## src/pkg/nub_pkg.sv

```systemverilog
// constants and types for the neutral unbalance block and event logic
`default_nettype none
package nub_pkg;
  // ==========================================================
  // clock and program cycle
  localparam int unsigned CLK_HZ       = 100_000_000;
  localparam int unsigned CLK_PER_US   = CLK_HZ / 1_000_000;
  localparam int unsigned CYCLE_US     = 5000;  // program cycle 5 ms
  localparam int unsigned CYCLE_CLKS   = CYCLE_US * CLK_PER_US;
  // ==========================================================
  // timing of delays, one step per program cycle
  localparam int unsigned STEP_MS      = 5;     // 0.005 s resolution
  localparam int unsigned MAX_DELAY_MS = 1_800_000;
  localparam int unsigned MAX_STEPS    = MAX_DELAY_MS / STEP_MS;
  localparam int unsigned TIME_W       = $clog2(MAX_STEPS + 1);
  localparam int unsigned BLOCK_LEAD_MS = 5;    // block must lead trip
  // ==========================================================
  // inrush ratio in 0.01 percent of fundamental
  localparam int unsigned RATIO_MAX    = 5000;  // 50.00 percent
  localparam int unsigned RATIO_W      = $clog2(RATIO_MAX + 1);
  // ==========================================================
  // events: bit positions in on/off masks
  localparam int unsigned NUM_EVT      = 7;
  localparam int unsigned EV_ALM_START = 0;
  localparam int unsigned EV_ALARM     = 1;
  localparam int unsigned EV_START     = 2;
  localparam int unsigned EV_TRIP      = 3;
  localparam int unsigned EV_UNB_A     = 4;
  localparam int unsigned EV_UNB_B     = 5;
  localparam int unsigned EV_COMP      = 6;
  localparam int unsigned EVC_W        = 4;     // code = 2*event + off
  // ==========================================================
  // cumulative counters
  localparam int unsigned NUM_CNT      = 5;     // 4 events + blocked
  localparam int unsigned CNT_BLOCKED  = 4;
  // ==========================================================
  // operation record store
  localparam int unsigned REC_DEPTH    = 12;
  localparam int unsigned NUM_STAGES   = 1;
  // stage condition, also the record kind
  typedef enum logic [1:0] {
    ST_NORMAL  = 2'b00,
    ST_START   = 2'b01,
    ST_TRIP    = 2'b10,
    ST_BLOCKED = 2'b11
  } cond_t;
endpackage
`default_nettype wire

```

## src/hw/neutral_unbalance_event_source.sv

```systemverilog
// neutral unbalance stage: blocking, definite time, events, records
`default_nettype none
module neutral_unbalance_event_source
  import nub_pkg::*;
#(
  parameter int unsigned CYCLE_LEN = CYCLE_CLKS,
  parameter int unsigned STAMP_W   = 64,
  parameter int unsigned CUR_W     = 16,
  parameter int unsigned FUSE_W    = 8,
  parameter int unsigned GRP_W     = 3,
  parameter int unsigned CNT_W     = 16,
  parameter int unsigned DEPTH     = REC_DEPTH
) (
  input  wire logic               i_clk,
  input  wire logic               i_resetn,
  input  wire logic               i_ce,
  input  wire logic               i_alarm_pickup,
  input  wire logic               i_trip_pickup,
  input  wire logic               i_block,
  input  wire logic               i_inrush_en,
  input  wire logic [RATIO_W-1:0] i_harm_ratio,
  input  wire logic [RATIO_W-1:0] i_harm_limit,
  input  wire logic [TIME_W-1:0]  i_alarm_delay,
  input  wire logic [TIME_W-1:0]  i_trip_delay,
  input  wire logic               i_unb_bank_a,
  input  wire logic               i_unb_bank_b,
  input  wire logic               i_compensating,
  input  wire logic [STAMP_W-1:0] i_time_stamp,
  input  wire logic               i_fault_side_b,
  input  wire logic [CUR_W-1:0]   i_unb_current,
  input  wire logic [FUSE_W-1:0]  i_fuse_ops_a,
  input  wire logic [FUSE_W-1:0]  i_fuse_ops_b,
  input  wire logic [GRP_W-1:0]   i_set_group,
  input  wire logic [NUM_EVT-1:0] i_evt_on_en,
  input  wire logic [NUM_EVT-1:0] i_evt_off_en,
  input  wire logic [NUM_CNT-1:0] i_cnt_clear,
  input  wire logic [3:0]         i_rec_idx,
  output logic                    o_alarm_start,
  output logic                    o_alarm,
  output logic                    o_start,
  output logic                    o_trip,
  output logic                    o_blocked,
  output logic [1:0]              o_condition,
  output logic [TIME_W-1:0]       o_trip_remaining,
  output logic [TIME_W-1:0]       o_alarm_remaining,
  output logic                    o_evt_valid,
  output logic [EVC_W-1:0]        o_evt_code,
  output logic [STAMP_W-1:0]      o_evt_stamp,
  output logic [NUM_CNT*CNT_W-1:0] o_counters,
  output logic [3:0]              o_rec_count,
  output logic [STAMP_W-1:0]      o_rec_stamp,
  output logic [1:0]              o_rec_kind,
  output logic                    o_rec_side_b,
  output logic [CUR_W-1:0]        o_rec_current,
  output logic [FUSE_W-1:0]       o_rec_fuse_a,
  output logic [FUSE_W-1:0]       o_rec_fuse_b,
  output logic [TIME_W-1:0]       o_rec_remaining,
  output logic [GRP_W-1:0]        o_rec_group
);

  // ==========================================================
  // elaboration checks
  generate
    if (DEPTH < 1 || DEPTH > 15) begin : g_bad_depth
      $error("record depth must be 1 to 15");
    end
    if (CYCLE_LEN < 2) begin : g_bad_cycle
      $error("program cycle must be at least two clocks");
    end
  endgenerate

  localparam int unsigned CYC_W = $clog2(CYCLE_LEN);
  localparam int unsigned REC_W = STAMP_W + 2 + 1 + CUR_W + 2 * FUSE_W
                                  + TIME_W + GRP_W;

  // rising edge seen between two consecutive clocks
  function automatic logic went_on(input logic was, input logic now);
    went_on = now & ~was;
  endfunction

  // ==========================================================
  // program cycle tick and block sampling
  logic [CYC_W-1:0] cyc_q, cyc_d;
  logic             tick_q, tick_d;
  logic             blk_q, blk_d;

  // block is latched only on the tick so one cycle sees one value
  always_comb begin
    tick_d = 1'b0;
    cyc_d  = cyc_q + 1'b1;
    blk_d  = blk_q;
    if (cyc_q == CYC_W'(CYCLE_LEN - 1)) begin
      cyc_d  = '0;
      tick_d = 1'b1;
      blk_d  = i_block;
    end
  end

  always_ff @(posedge i_clk or negedge i_resetn) begin
    if (!i_resetn) begin
      cyc_q  <= '0;
      tick_q <= 1'b0;
      blk_q  <= 1'b0;
    end else if (i_ce) begin
      cyc_q  <= cyc_d;
      tick_q <= tick_d;
      blk_q  <= blk_d;
    end
  end

  // ==========================================================
  // stage state machine and definite time counters
  cond_t             st_q, st_d;
  logic [TIME_W-1:0] trem_q, trem_d;
  logic [TIME_W-1:0] arem_q, arem_d;
  logic              astart_q, astart_d;
  logic              alarm_q, alarm_d;
  logic              inrush;

  // one stage only; the trip path alone sees the inrush inhibit
  assign inrush = i_inrush_en && (i_harm_ratio >= i_harm_limit);

  always_comb begin
    st_d     = st_q;
    trem_d   = trem_q;
    arem_d   = arem_q;
    astart_d = astart_q;
    alarm_d  = alarm_q;
    if (tick_q) begin
      case (st_q)
        ST_NORMAL: begin
          if (i_trip_pickup && blk_q) begin
            st_d = ST_BLOCKED;
          end else if (i_trip_pickup) begin
            st_d   = ST_START;
            trem_d = i_trip_delay;
          end
        end
        ST_START: begin
          if (!i_trip_pickup || blk_q) begin
            st_d   = ST_NORMAL;
            trem_d = '0;
          end else if (trem_q != '0) begin
            trem_d = trem_q - 1'b1;
          end else if (!inrush) begin
            st_d = ST_TRIP;
          end
        end
        ST_TRIP: begin
          if (!i_trip_pickup || blk_q) begin
            st_d = ST_NORMAL;
          end
        end
        ST_BLOCKED: begin
          if (!i_trip_pickup) begin
            st_d = ST_NORMAL;
          end
        end
        default: st_d = ST_NORMAL;
      endcase
      // alarm path: same blocking, no inrush inhibit
      if (!i_alarm_pickup || blk_q) begin
        astart_d = 1'b0;
        alarm_d  = 1'b0;
        arem_d   = '0;
      end else if (!astart_q) begin
        astart_d = 1'b1;
        arem_d   = i_alarm_delay;
      end else if (arem_q != '0) begin
        arem_d = arem_q - 1'b1;
      end else begin
        alarm_d = 1'b1;
      end
    end
  end

  always_ff @(posedge i_clk or negedge i_resetn) begin
    if (!i_resetn) begin
      st_q     <= ST_NORMAL;
      trem_q   <= '0;
      arem_q   <= '0;
      astart_q <= 1'b0;
      alarm_q  <= 1'b0;
    end else if (i_ce) begin
      st_q     <= st_d;
      trem_q   <= trem_d;
      arem_q   <= arem_d;
      astart_q <= astart_d;
      alarm_q  <= alarm_d;
    end
  end

  // ==========================================================
  // status outputs, registered copies for I/O and user logic
  logic start_now, trip_now, blkd_now;
  assign start_now = (st_q == ST_START) || (st_q == ST_TRIP);
  assign trip_now  = (st_q == ST_TRIP);
  assign blkd_now  = (st_q == ST_BLOCKED);

  always_ff @(posedge i_clk or negedge i_resetn) begin
    if (!i_resetn) begin
      o_alarm_start     <= 1'b0;
      o_alarm           <= 1'b0;
      o_start           <= 1'b0;
      o_trip            <= 1'b0;
      o_blocked         <= 1'b0;
      o_condition       <= ST_NORMAL;
      o_trip_remaining  <= '0;
      o_alarm_remaining <= '0;
    end else if (i_ce) begin
      o_alarm_start     <= astart_q;
      o_alarm           <= alarm_q;
      o_start           <= start_now;
      o_trip            <= trip_now;
      o_blocked         <= blkd_now;
      o_condition       <= st_q;
      o_trip_remaining  <= (st_q == ST_START) ? trem_q : '0;
      o_alarm_remaining <= (astart_q && !alarm_q) ? arem_q : '0;
    end
  end

  // ==========================================================
  // event detection and one-per-clock emission
  logic [NUM_EVT-1:0]   now_v, prev_q, prev_d;
  logic [2*NUM_EVT-1:0] pend_q, pend_d, new_ev, grant;
  logic [STAMP_W-1:0]   stamp_q, stamp_d;
  logic                 ev_v_d;
  logic [EVC_W-1:0]     ev_c_d;
  logic                 prev_blk_q, prev_blk_d;

  assign now_v = {i_compensating, i_unb_bank_b, i_unb_bank_a,
                  trip_now, start_now, alarm_q, astart_q};

  // changes are compared once per clock; pending bits drain lowest first,
  // far faster than a program cycle, so nothing needs a deeper queue
  always_comb begin
    prev_d     = prev_q;
    prev_blk_d = prev_blk_q;
    stamp_d    = stamp_q;
    new_ev     = '0;
    grant      = '0;
    ev_v_d     = 1'b0;
    ev_c_d     = '0;
    for (int i = 0; i < NUM_EVT; i++) begin
      new_ev[2*i]   = i_evt_on_en[i] & now_v[i] & ~prev_q[i];
      new_ev[2*i+1] = i_evt_off_en[i] & prev_q[i] & ~now_v[i];
    end
    for (int i = 2 * NUM_EVT - 1; i >= 0; i--) begin
      if (pend_q[i]) begin
        ev_c_d = EVC_W'(i);
      end
    end
    if (pend_q != '0) begin
      ev_v_d = 1'b1;
      grant[ev_c_d] = 1'b1;
    end
    if (new_ev != '0) begin
      stamp_d = i_time_stamp;
    end
    prev_d     = now_v;
    prev_blk_d = blkd_now;
    pend_d     = (pend_q & ~grant) | new_ev; // set wins over drain
  end

  always_ff @(posedge i_clk or negedge i_resetn) begin
    if (!i_resetn) begin
      prev_q      <= '0;
      prev_blk_q  <= 1'b0;
      pend_q      <= '0;
      stamp_q     <= '0;
      o_evt_valid <= 1'b0;
      o_evt_code  <= '0;
      o_evt_stamp <= '0;
    end else if (i_ce) begin
      prev_q      <= prev_d;
      prev_blk_q  <= prev_blk_d;
      pend_q      <= pend_d;
      stamp_q     <= stamp_d;
      o_evt_valid <= ev_v_d;
      o_evt_code  <= ev_c_d;
      o_evt_stamp <= (new_ev != '0) ? i_time_stamp : stamp_q;
    end
  end

  // ==========================================================
  // cumulative counters, one per counted event
  logic [NUM_CNT-1:0] cnt_hit;
  assign cnt_hit = {went_on(prev_blk_q, blkd_now),
                    went_on(prev_q[EV_TRIP], now_v[EV_TRIP]),
                    went_on(prev_q[EV_START], now_v[EV_START]),
                    went_on(prev_q[EV_ALARM], now_v[EV_ALARM]),
                    went_on(prev_q[EV_ALM_START], now_v[EV_ALM_START])};

  genvar gc;
  generate
    for (gc = 0; gc < NUM_CNT; gc++) begin : g_cnt
      logic [CNT_W-1:0] c_q, c_d;
      // a clear in the same clock as a hit leaves the count at one
      always_comb begin
        c_d = c_q;
        if (i_cnt_clear[gc]) begin
          c_d = '0;
        end
        if (cnt_hit[gc]) begin
          c_d = c_d + 1'b1;
        end
      end
      always_ff @(posedge i_clk or negedge i_resetn) begin
        if (!i_resetn) begin
          c_q <= '0;
          o_counters[gc*CNT_W +: CNT_W] <= '0;
        end else if (i_ce) begin
          c_q <= c_d;
          o_counters[gc*CNT_W +: CNT_W] <= c_d;
        end
      end
    end
  endgenerate

  // ==========================================================
  // operation record ring
  logic [REC_W-1:0] rec_mem [DEPTH];
  logic [3:0]       wptr_q, wptr_d, num_q, num_d;
  logic             rec_we;
  logic [1:0]       rec_kind;
  logic [REC_W-1:0] rec_word, rd_word;

  // capture on the on-going edge of start, trip or blocked only
  always_comb begin
    rec_we   = 1'b0;
    rec_kind = ST_NORMAL;
    if (went_on(prev_q[EV_TRIP], now_v[EV_TRIP])) begin
      rec_we   = 1'b1;
      rec_kind = ST_TRIP;
    end else if (went_on(prev_q[EV_START], now_v[EV_START])) begin
      rec_we   = 1'b1;
      rec_kind = ST_START;
    end else if (went_on(prev_blk_q, blkd_now)) begin
      rec_we   = 1'b1;
      rec_kind = ST_BLOCKED;
    end
    rec_word = {i_time_stamp, rec_kind, i_fault_side_b, i_unb_current,
                i_fuse_ops_a, i_fuse_ops_b, trem_q, i_set_group};
    wptr_d = wptr_q;
    num_d  = num_q;
    if (rec_we) begin
      wptr_d = (wptr_q == 4'(DEPTH - 1)) ? '0 : wptr_q + 1'b1;
      num_d  = (num_q == 4'(DEPTH)) ? num_q : num_q + 1'b1;
    end
    rd_word = (i_rec_idx < 4'(DEPTH)) ? rec_mem[i_rec_idx] : '0;
  end

  always_ff @(posedge i_clk) begin
    if (i_ce && rec_we) begin
      rec_mem[wptr_q] <= rec_word;
    end
  end

  always_ff @(posedge i_clk or negedge i_resetn) begin
    if (!i_resetn) begin
      wptr_q <= '0;
      num_q  <= '0;
      o_rec_count <= '0;
      {o_rec_stamp, o_rec_kind, o_rec_side_b, o_rec_current,
       o_rec_fuse_a, o_rec_fuse_b, o_rec_remaining, o_rec_group} <= '0;
    end else if (i_ce) begin
      wptr_q <= wptr_d;
      num_q  <= num_d;
      o_rec_count <= num_d;
      // slots not yet written read as zero through the valid count
      {o_rec_stamp, o_rec_kind, o_rec_side_b, o_rec_current,
       o_rec_fuse_a, o_rec_fuse_b, o_rec_remaining, o_rec_group} <=
        (i_rec_idx < num_q) ? rd_word : '0;
    end
  end

endmodule
`default_nettype wire

```

## config.mk

```make
export PLATFORM = sky130hd
export DESIGN_NAME = neutral_unbalance_event_source
export DESIGN_NICKNAME = d
export VERILOG_FILES = /design/src/pkg/nub_pkg.sv /design/src/hw/neutral_unbalance_event_source.sv
export SDC_FILE = /design/constraint.sdc
export NUM_CORES = 2
export LEC_CHECK = 0
export BUFFER_PORTS_ARGS = -buffer_cell sky130_fd_sc_hd__buf_2
export CORE_UTILIZATION = 65
export CTS_CLUSTER_SIZE = 10
export DETAILED_ROUTE_END_ITERATION = 10
export PLACE_DENSITY = 0.91
export SETUP_SLACK_MARGIN = 0.05
export SLEW_MARGIN = 20
export SYNTH_ARGS = -nofsm -noshare
export SYNTH_HDL_FRONTEND = slang
export SYNTH_SLANG_ARGS = --single-unit
```

## constraint.sdc

```tcl
create_clock -name i_clk -period 26.9 [get_ports i_clk]
set_input_delay 5.38 -clock i_clk [delete_from_list [all_inputs] [get_ports i_clk]]
set_output_delay 5.38 -clock i_clk [all_outputs]
set_load 0.01 [all_outputs]
```

==> flow_summary.yaml <==
cells_and_area:
  layout_commonest_cell: "edfxtp_1"
  final_cell_mix: "edfxtp_1 (1,452), buf_2 (509), dfrtp_1 (403)"
  drive_gt1_share_pct: 26.88
  fin_util_pct: 74.79
  area_growth_syn_to_layout_pct: 14.20
  fillCellCount: 5834
  nets: 4740
grt:
  grt_max_degree: 123
  grt_pass1_vias: 43669
  grt_pass1_wl_mm: 277.0
  track_usage_pct: 33.90
  antenna_found_initial: 13
  grt_overflow: 0
detailed_routing:
  drt_wl_total_mm: 188.5
  drcViolationCount: 0
  num_vias: 41790
  first_pass_iters: 6
  drt_iter0_drc: 4534
  avgRoutedWirePerCell_um: 30.50
  antenna_left: 0
  avgViaCountPerCell: 6.761
sta:
  hold_viol_final: 0
  period_needed_ps: 9166
  slew_headroom_pct: 24.88
  skew_ps: 32.87
  fmax_ghz: 0.1091
  finalSetupViolations: 0
  slew_viol_final: 0
  worst_pin_slew_ps: 1127
  min_period_over_period_pct: 34.07
  timing.setup.tns_ps: 0
  rsz0062_at_grt: "false"
synth:
  synthArstFlopShare_pct: 21.73
  synth_cells: 3936
  synth_cell_types: 64
  ys_seq_area_share_pct: 74.08
  synth_nets: 4168
  netlist_area_um2: 72470
  synth_edf_count: 1452
  syn_avg_cell_area_um2: 18.41
  synth-main-ff-cell: "edfxtp_1"
  yosys_warnings: 0
  ys_ff_latch: 1855
critical_path:
  worstPathArrival_ps: 9810
  rr_endpoint: "rec_mem[11][44]$_DFFE_PP_"
  worstPathMaxFanout: 73
  crit_top_cell: "buf_4"
  worst_path_max_delay_cell: "buf_4"
  r2r_slack_ps: 22420
  criticalPathCategory: "in -> reg"
  crit_path_start_kind: "input pin"
  crit_chain: "buf_8, buf_4, buf_4, buf_4, mux4_2, mux2i_1, nor2_1, a21oi_1, o2bb2ai_1"
  cpPeakStageDelay_ps: 900
  r2r_cells: 7
  timing.rr.start: "st_q[0]$_DFFE_PN0P_"
  critical_path_required_ps: 27550
  cp-end-kind: "register"
clock_network:
  cts_setup_buffers: 0
  hold_buffers: 0
  cts.htree.levels: 4
  clockRootBuffer: "clkbuf_16"
  cts_tree: "yes"
  insertion_delay_ps: 810
  cts_made_buffers: 205
  clkSlewWorstSetupHoldPaths_ps: 60
  cts_resized: 0
  cts_buffer_depth: 3
  clock_sinks: 1855
floorplanning:
  rows: 122
  initial_utilization_pct: 65.49
  core_um2: 110700
  die_x_um: 335.9
  fp.dieH_um: 335.9
  die_area_um2: 112800
  io_pins: 516
placement:
  io_buffers: 515
  hpwl_mm: 97.29
  place.gp.congestion: 0.9310
hold_path:
  min_path_cells: 1
  hold_end: "o_rec_stamp[57]$_DFFE_PN0P_"
  hold_path_startpoint: "o_rec_stamp[57]$_DFFE_PN0P_"
  hp-class: "reg -> reg"
power:
  ir_drop_uv: 58.59
  pwr_density_cell_nw_per_um2: 74.72
  leakagePower_uw: 0.02990
job:
  maxCapViolCount: 0
outcome:
  status: "complete, no violations"
synthesized netlist by cell type (3+ instances only):
| master | n | area, µm² |
|---|---|---|
| and2_1 | 18 | 112.6 |
| o22ai_1 | 13 | 81.33 |
| or4_1 | 3 | 22.52 |
| a21oi_1 | 172 | 860.8 |
| o2bb2ai_1 | 127 | 1112 |
| edfxtp_1 | 1452 | 43600 |
| nand2b_1 | 6 | 37.54 |
| o311ai_0 | 6 | 52.55 |
| nor3_1 | 32 | 160.2 |
| o21ai_0 | 79 | 395.4 |
| mux4_2 | 363 | 8175 |
| nor4_1 | 18 | 112.6 |
| o21bai_1 | 3 | 22.52 |
| dfrtp_1 | 403 | 10080 |
| a32oi_1 | 3 | 26.28 |
| a22o_1 | 34 | 297.8 |
| mux2i_1 | 134 | 1341 |
| nand3b_1 | 6 | 45.04 |
| nor2_1 | 209 | 784.5 |
| buf_1 | 59 | 221.5 |
| nand3_1 | 62 | 310.3 |
| or3_1 | 5 | 31.28 |
| and3_1 | 15 | 93.84 |
| and4_1 | 6 | 52.55 |
| ha_1 | 35 | 437.9 |
| xor2_1 | 43 | 376.6 |
| o31ai_1 | 9 | 67.56 |
| a41oi_1 | 3 | 26.28 |
| a21o_1 | 8 | 60.06 |
| a22oi_1 | 9 | 67.56 |
| mux2_2 | 78 | 878.3 |
| nand2_1 | 158 | 593.1 |
| inv_1 | 70 | 262.8 |
| o21a_1 | 3 | 22.52 |
| a31oi_1 | 15 | 93.84 |
| clkbuf_1 | 146 | 548.0 |
| xnor2_1 | 28 | 245.2 |
| nand4_1 | 24 | 150.1 |
| a32o_1 | 7 | 70.07 |
| nor3b_1 | 6 | 45.04 |
| nor2b_1 | 31 | 193.9 |
| o211ai_1 | 6 | 45.04 |
worst max-delay path, delay by kind of cell:
family | cells | cell delay [ps]
muxes | 2 | 830
AOI/OAI and AO/OA | 2 | 250
and+or+nand+nor | 1 | 70
buffers and inverters | 4 | 3050
flip-flops by register name, summed over array words and instances, names as in the netlist, 64 cells and up:
register / flops
g_cnt.c_q: 80
o_rec_stamp: 64
rec_mem: 1452
stamp_q: 64
cell families after synthesis:
family	after synthesis	share of synthesized area, %
DFF	1855	74.08
and+or+nand+nor	610	3.919
muxes	576	14.36
AOI/OAI and AO/OA	513	4.744
buffers and inverters	276	1.440
xor gates and xnor gates	71	0.8580
adders and majority gates	35	0.6042
stage by stage:
stage | cell area (µm²) | power, µW | setup WS [ps] | hold WS [ps] | std cells
4_1_cts | 82730 | 6201 | 17670 | 487.7 | 6168
5_1_grt | 82760 | 6346 | 17310 | 496.9 | 6177
6_report | 82770 | 6184 | 17730 | 480.8 | 6181
2_1_floorplan | 72470 | 3472 | 11760 | 456.2 | 3936
3_3_place_gp | 76690 | 3640 | 17020 | 464.7 | 5789
3_5_place_dp | 76690 | 3662 | 16900 | 469.8 | 5789
power by group:
part / switching [µW] / leakage [µW] / internal (µW)
combinational: 247 / 0.00852 / 166
sequential: 54.3 / 0.0185 / 3150
clock: 1110 / 0.00286 / 1450
final cells by class:
cell class                 count  area [µm²]  area share (%)
timing repair buffer         571        3062           3.699
clock buffer                 363        5733           6.927
multi-input combinational   1805       17810           21.52
inverter                      70       267.8          0.3235
tap                         1488        1862           2.249
antenna                       13       32.53         0.03931
sequential                  1855       53690           64.87
clock inverter                16       307.8          0.3719
worst max path at each step:
stage	slack, ps	start	end	depth (start not counted)
floorplan	11760	i_ce	rec_mem[3][0]$_DFFE_PP_	6
global placement	17020	i_rec_idx[0]	o_rec_fuse_b[5]$_DFFE_PN0P_	9
finish	17730	i_rec_idx[0]	o_rec_remaining[5]$_DFFE_PN0P_	9
detailed placement	16900	i_rec_idx[0]	o_rec_fuse_b[5]$_DFFE_PN0P_	9
global route	17310	i_rec_idx[0]	o_rec_fuse_b[4]$_DFFE_PN0P_	9
CTS	17670	i_rec_idx[0]	o_rec_fuse_b[5]$_DFFE_PN0P_	9
metal layers:
metal | GRT usage [%] | wire length [µm]
met2 | 56.24 | 95640
met5 | 0 | 31
met1 | 42.55 | 64450
met3 | 7.826 | 19520
met4 | 16.56 | 8844
(Power assumes the default switching activity.)
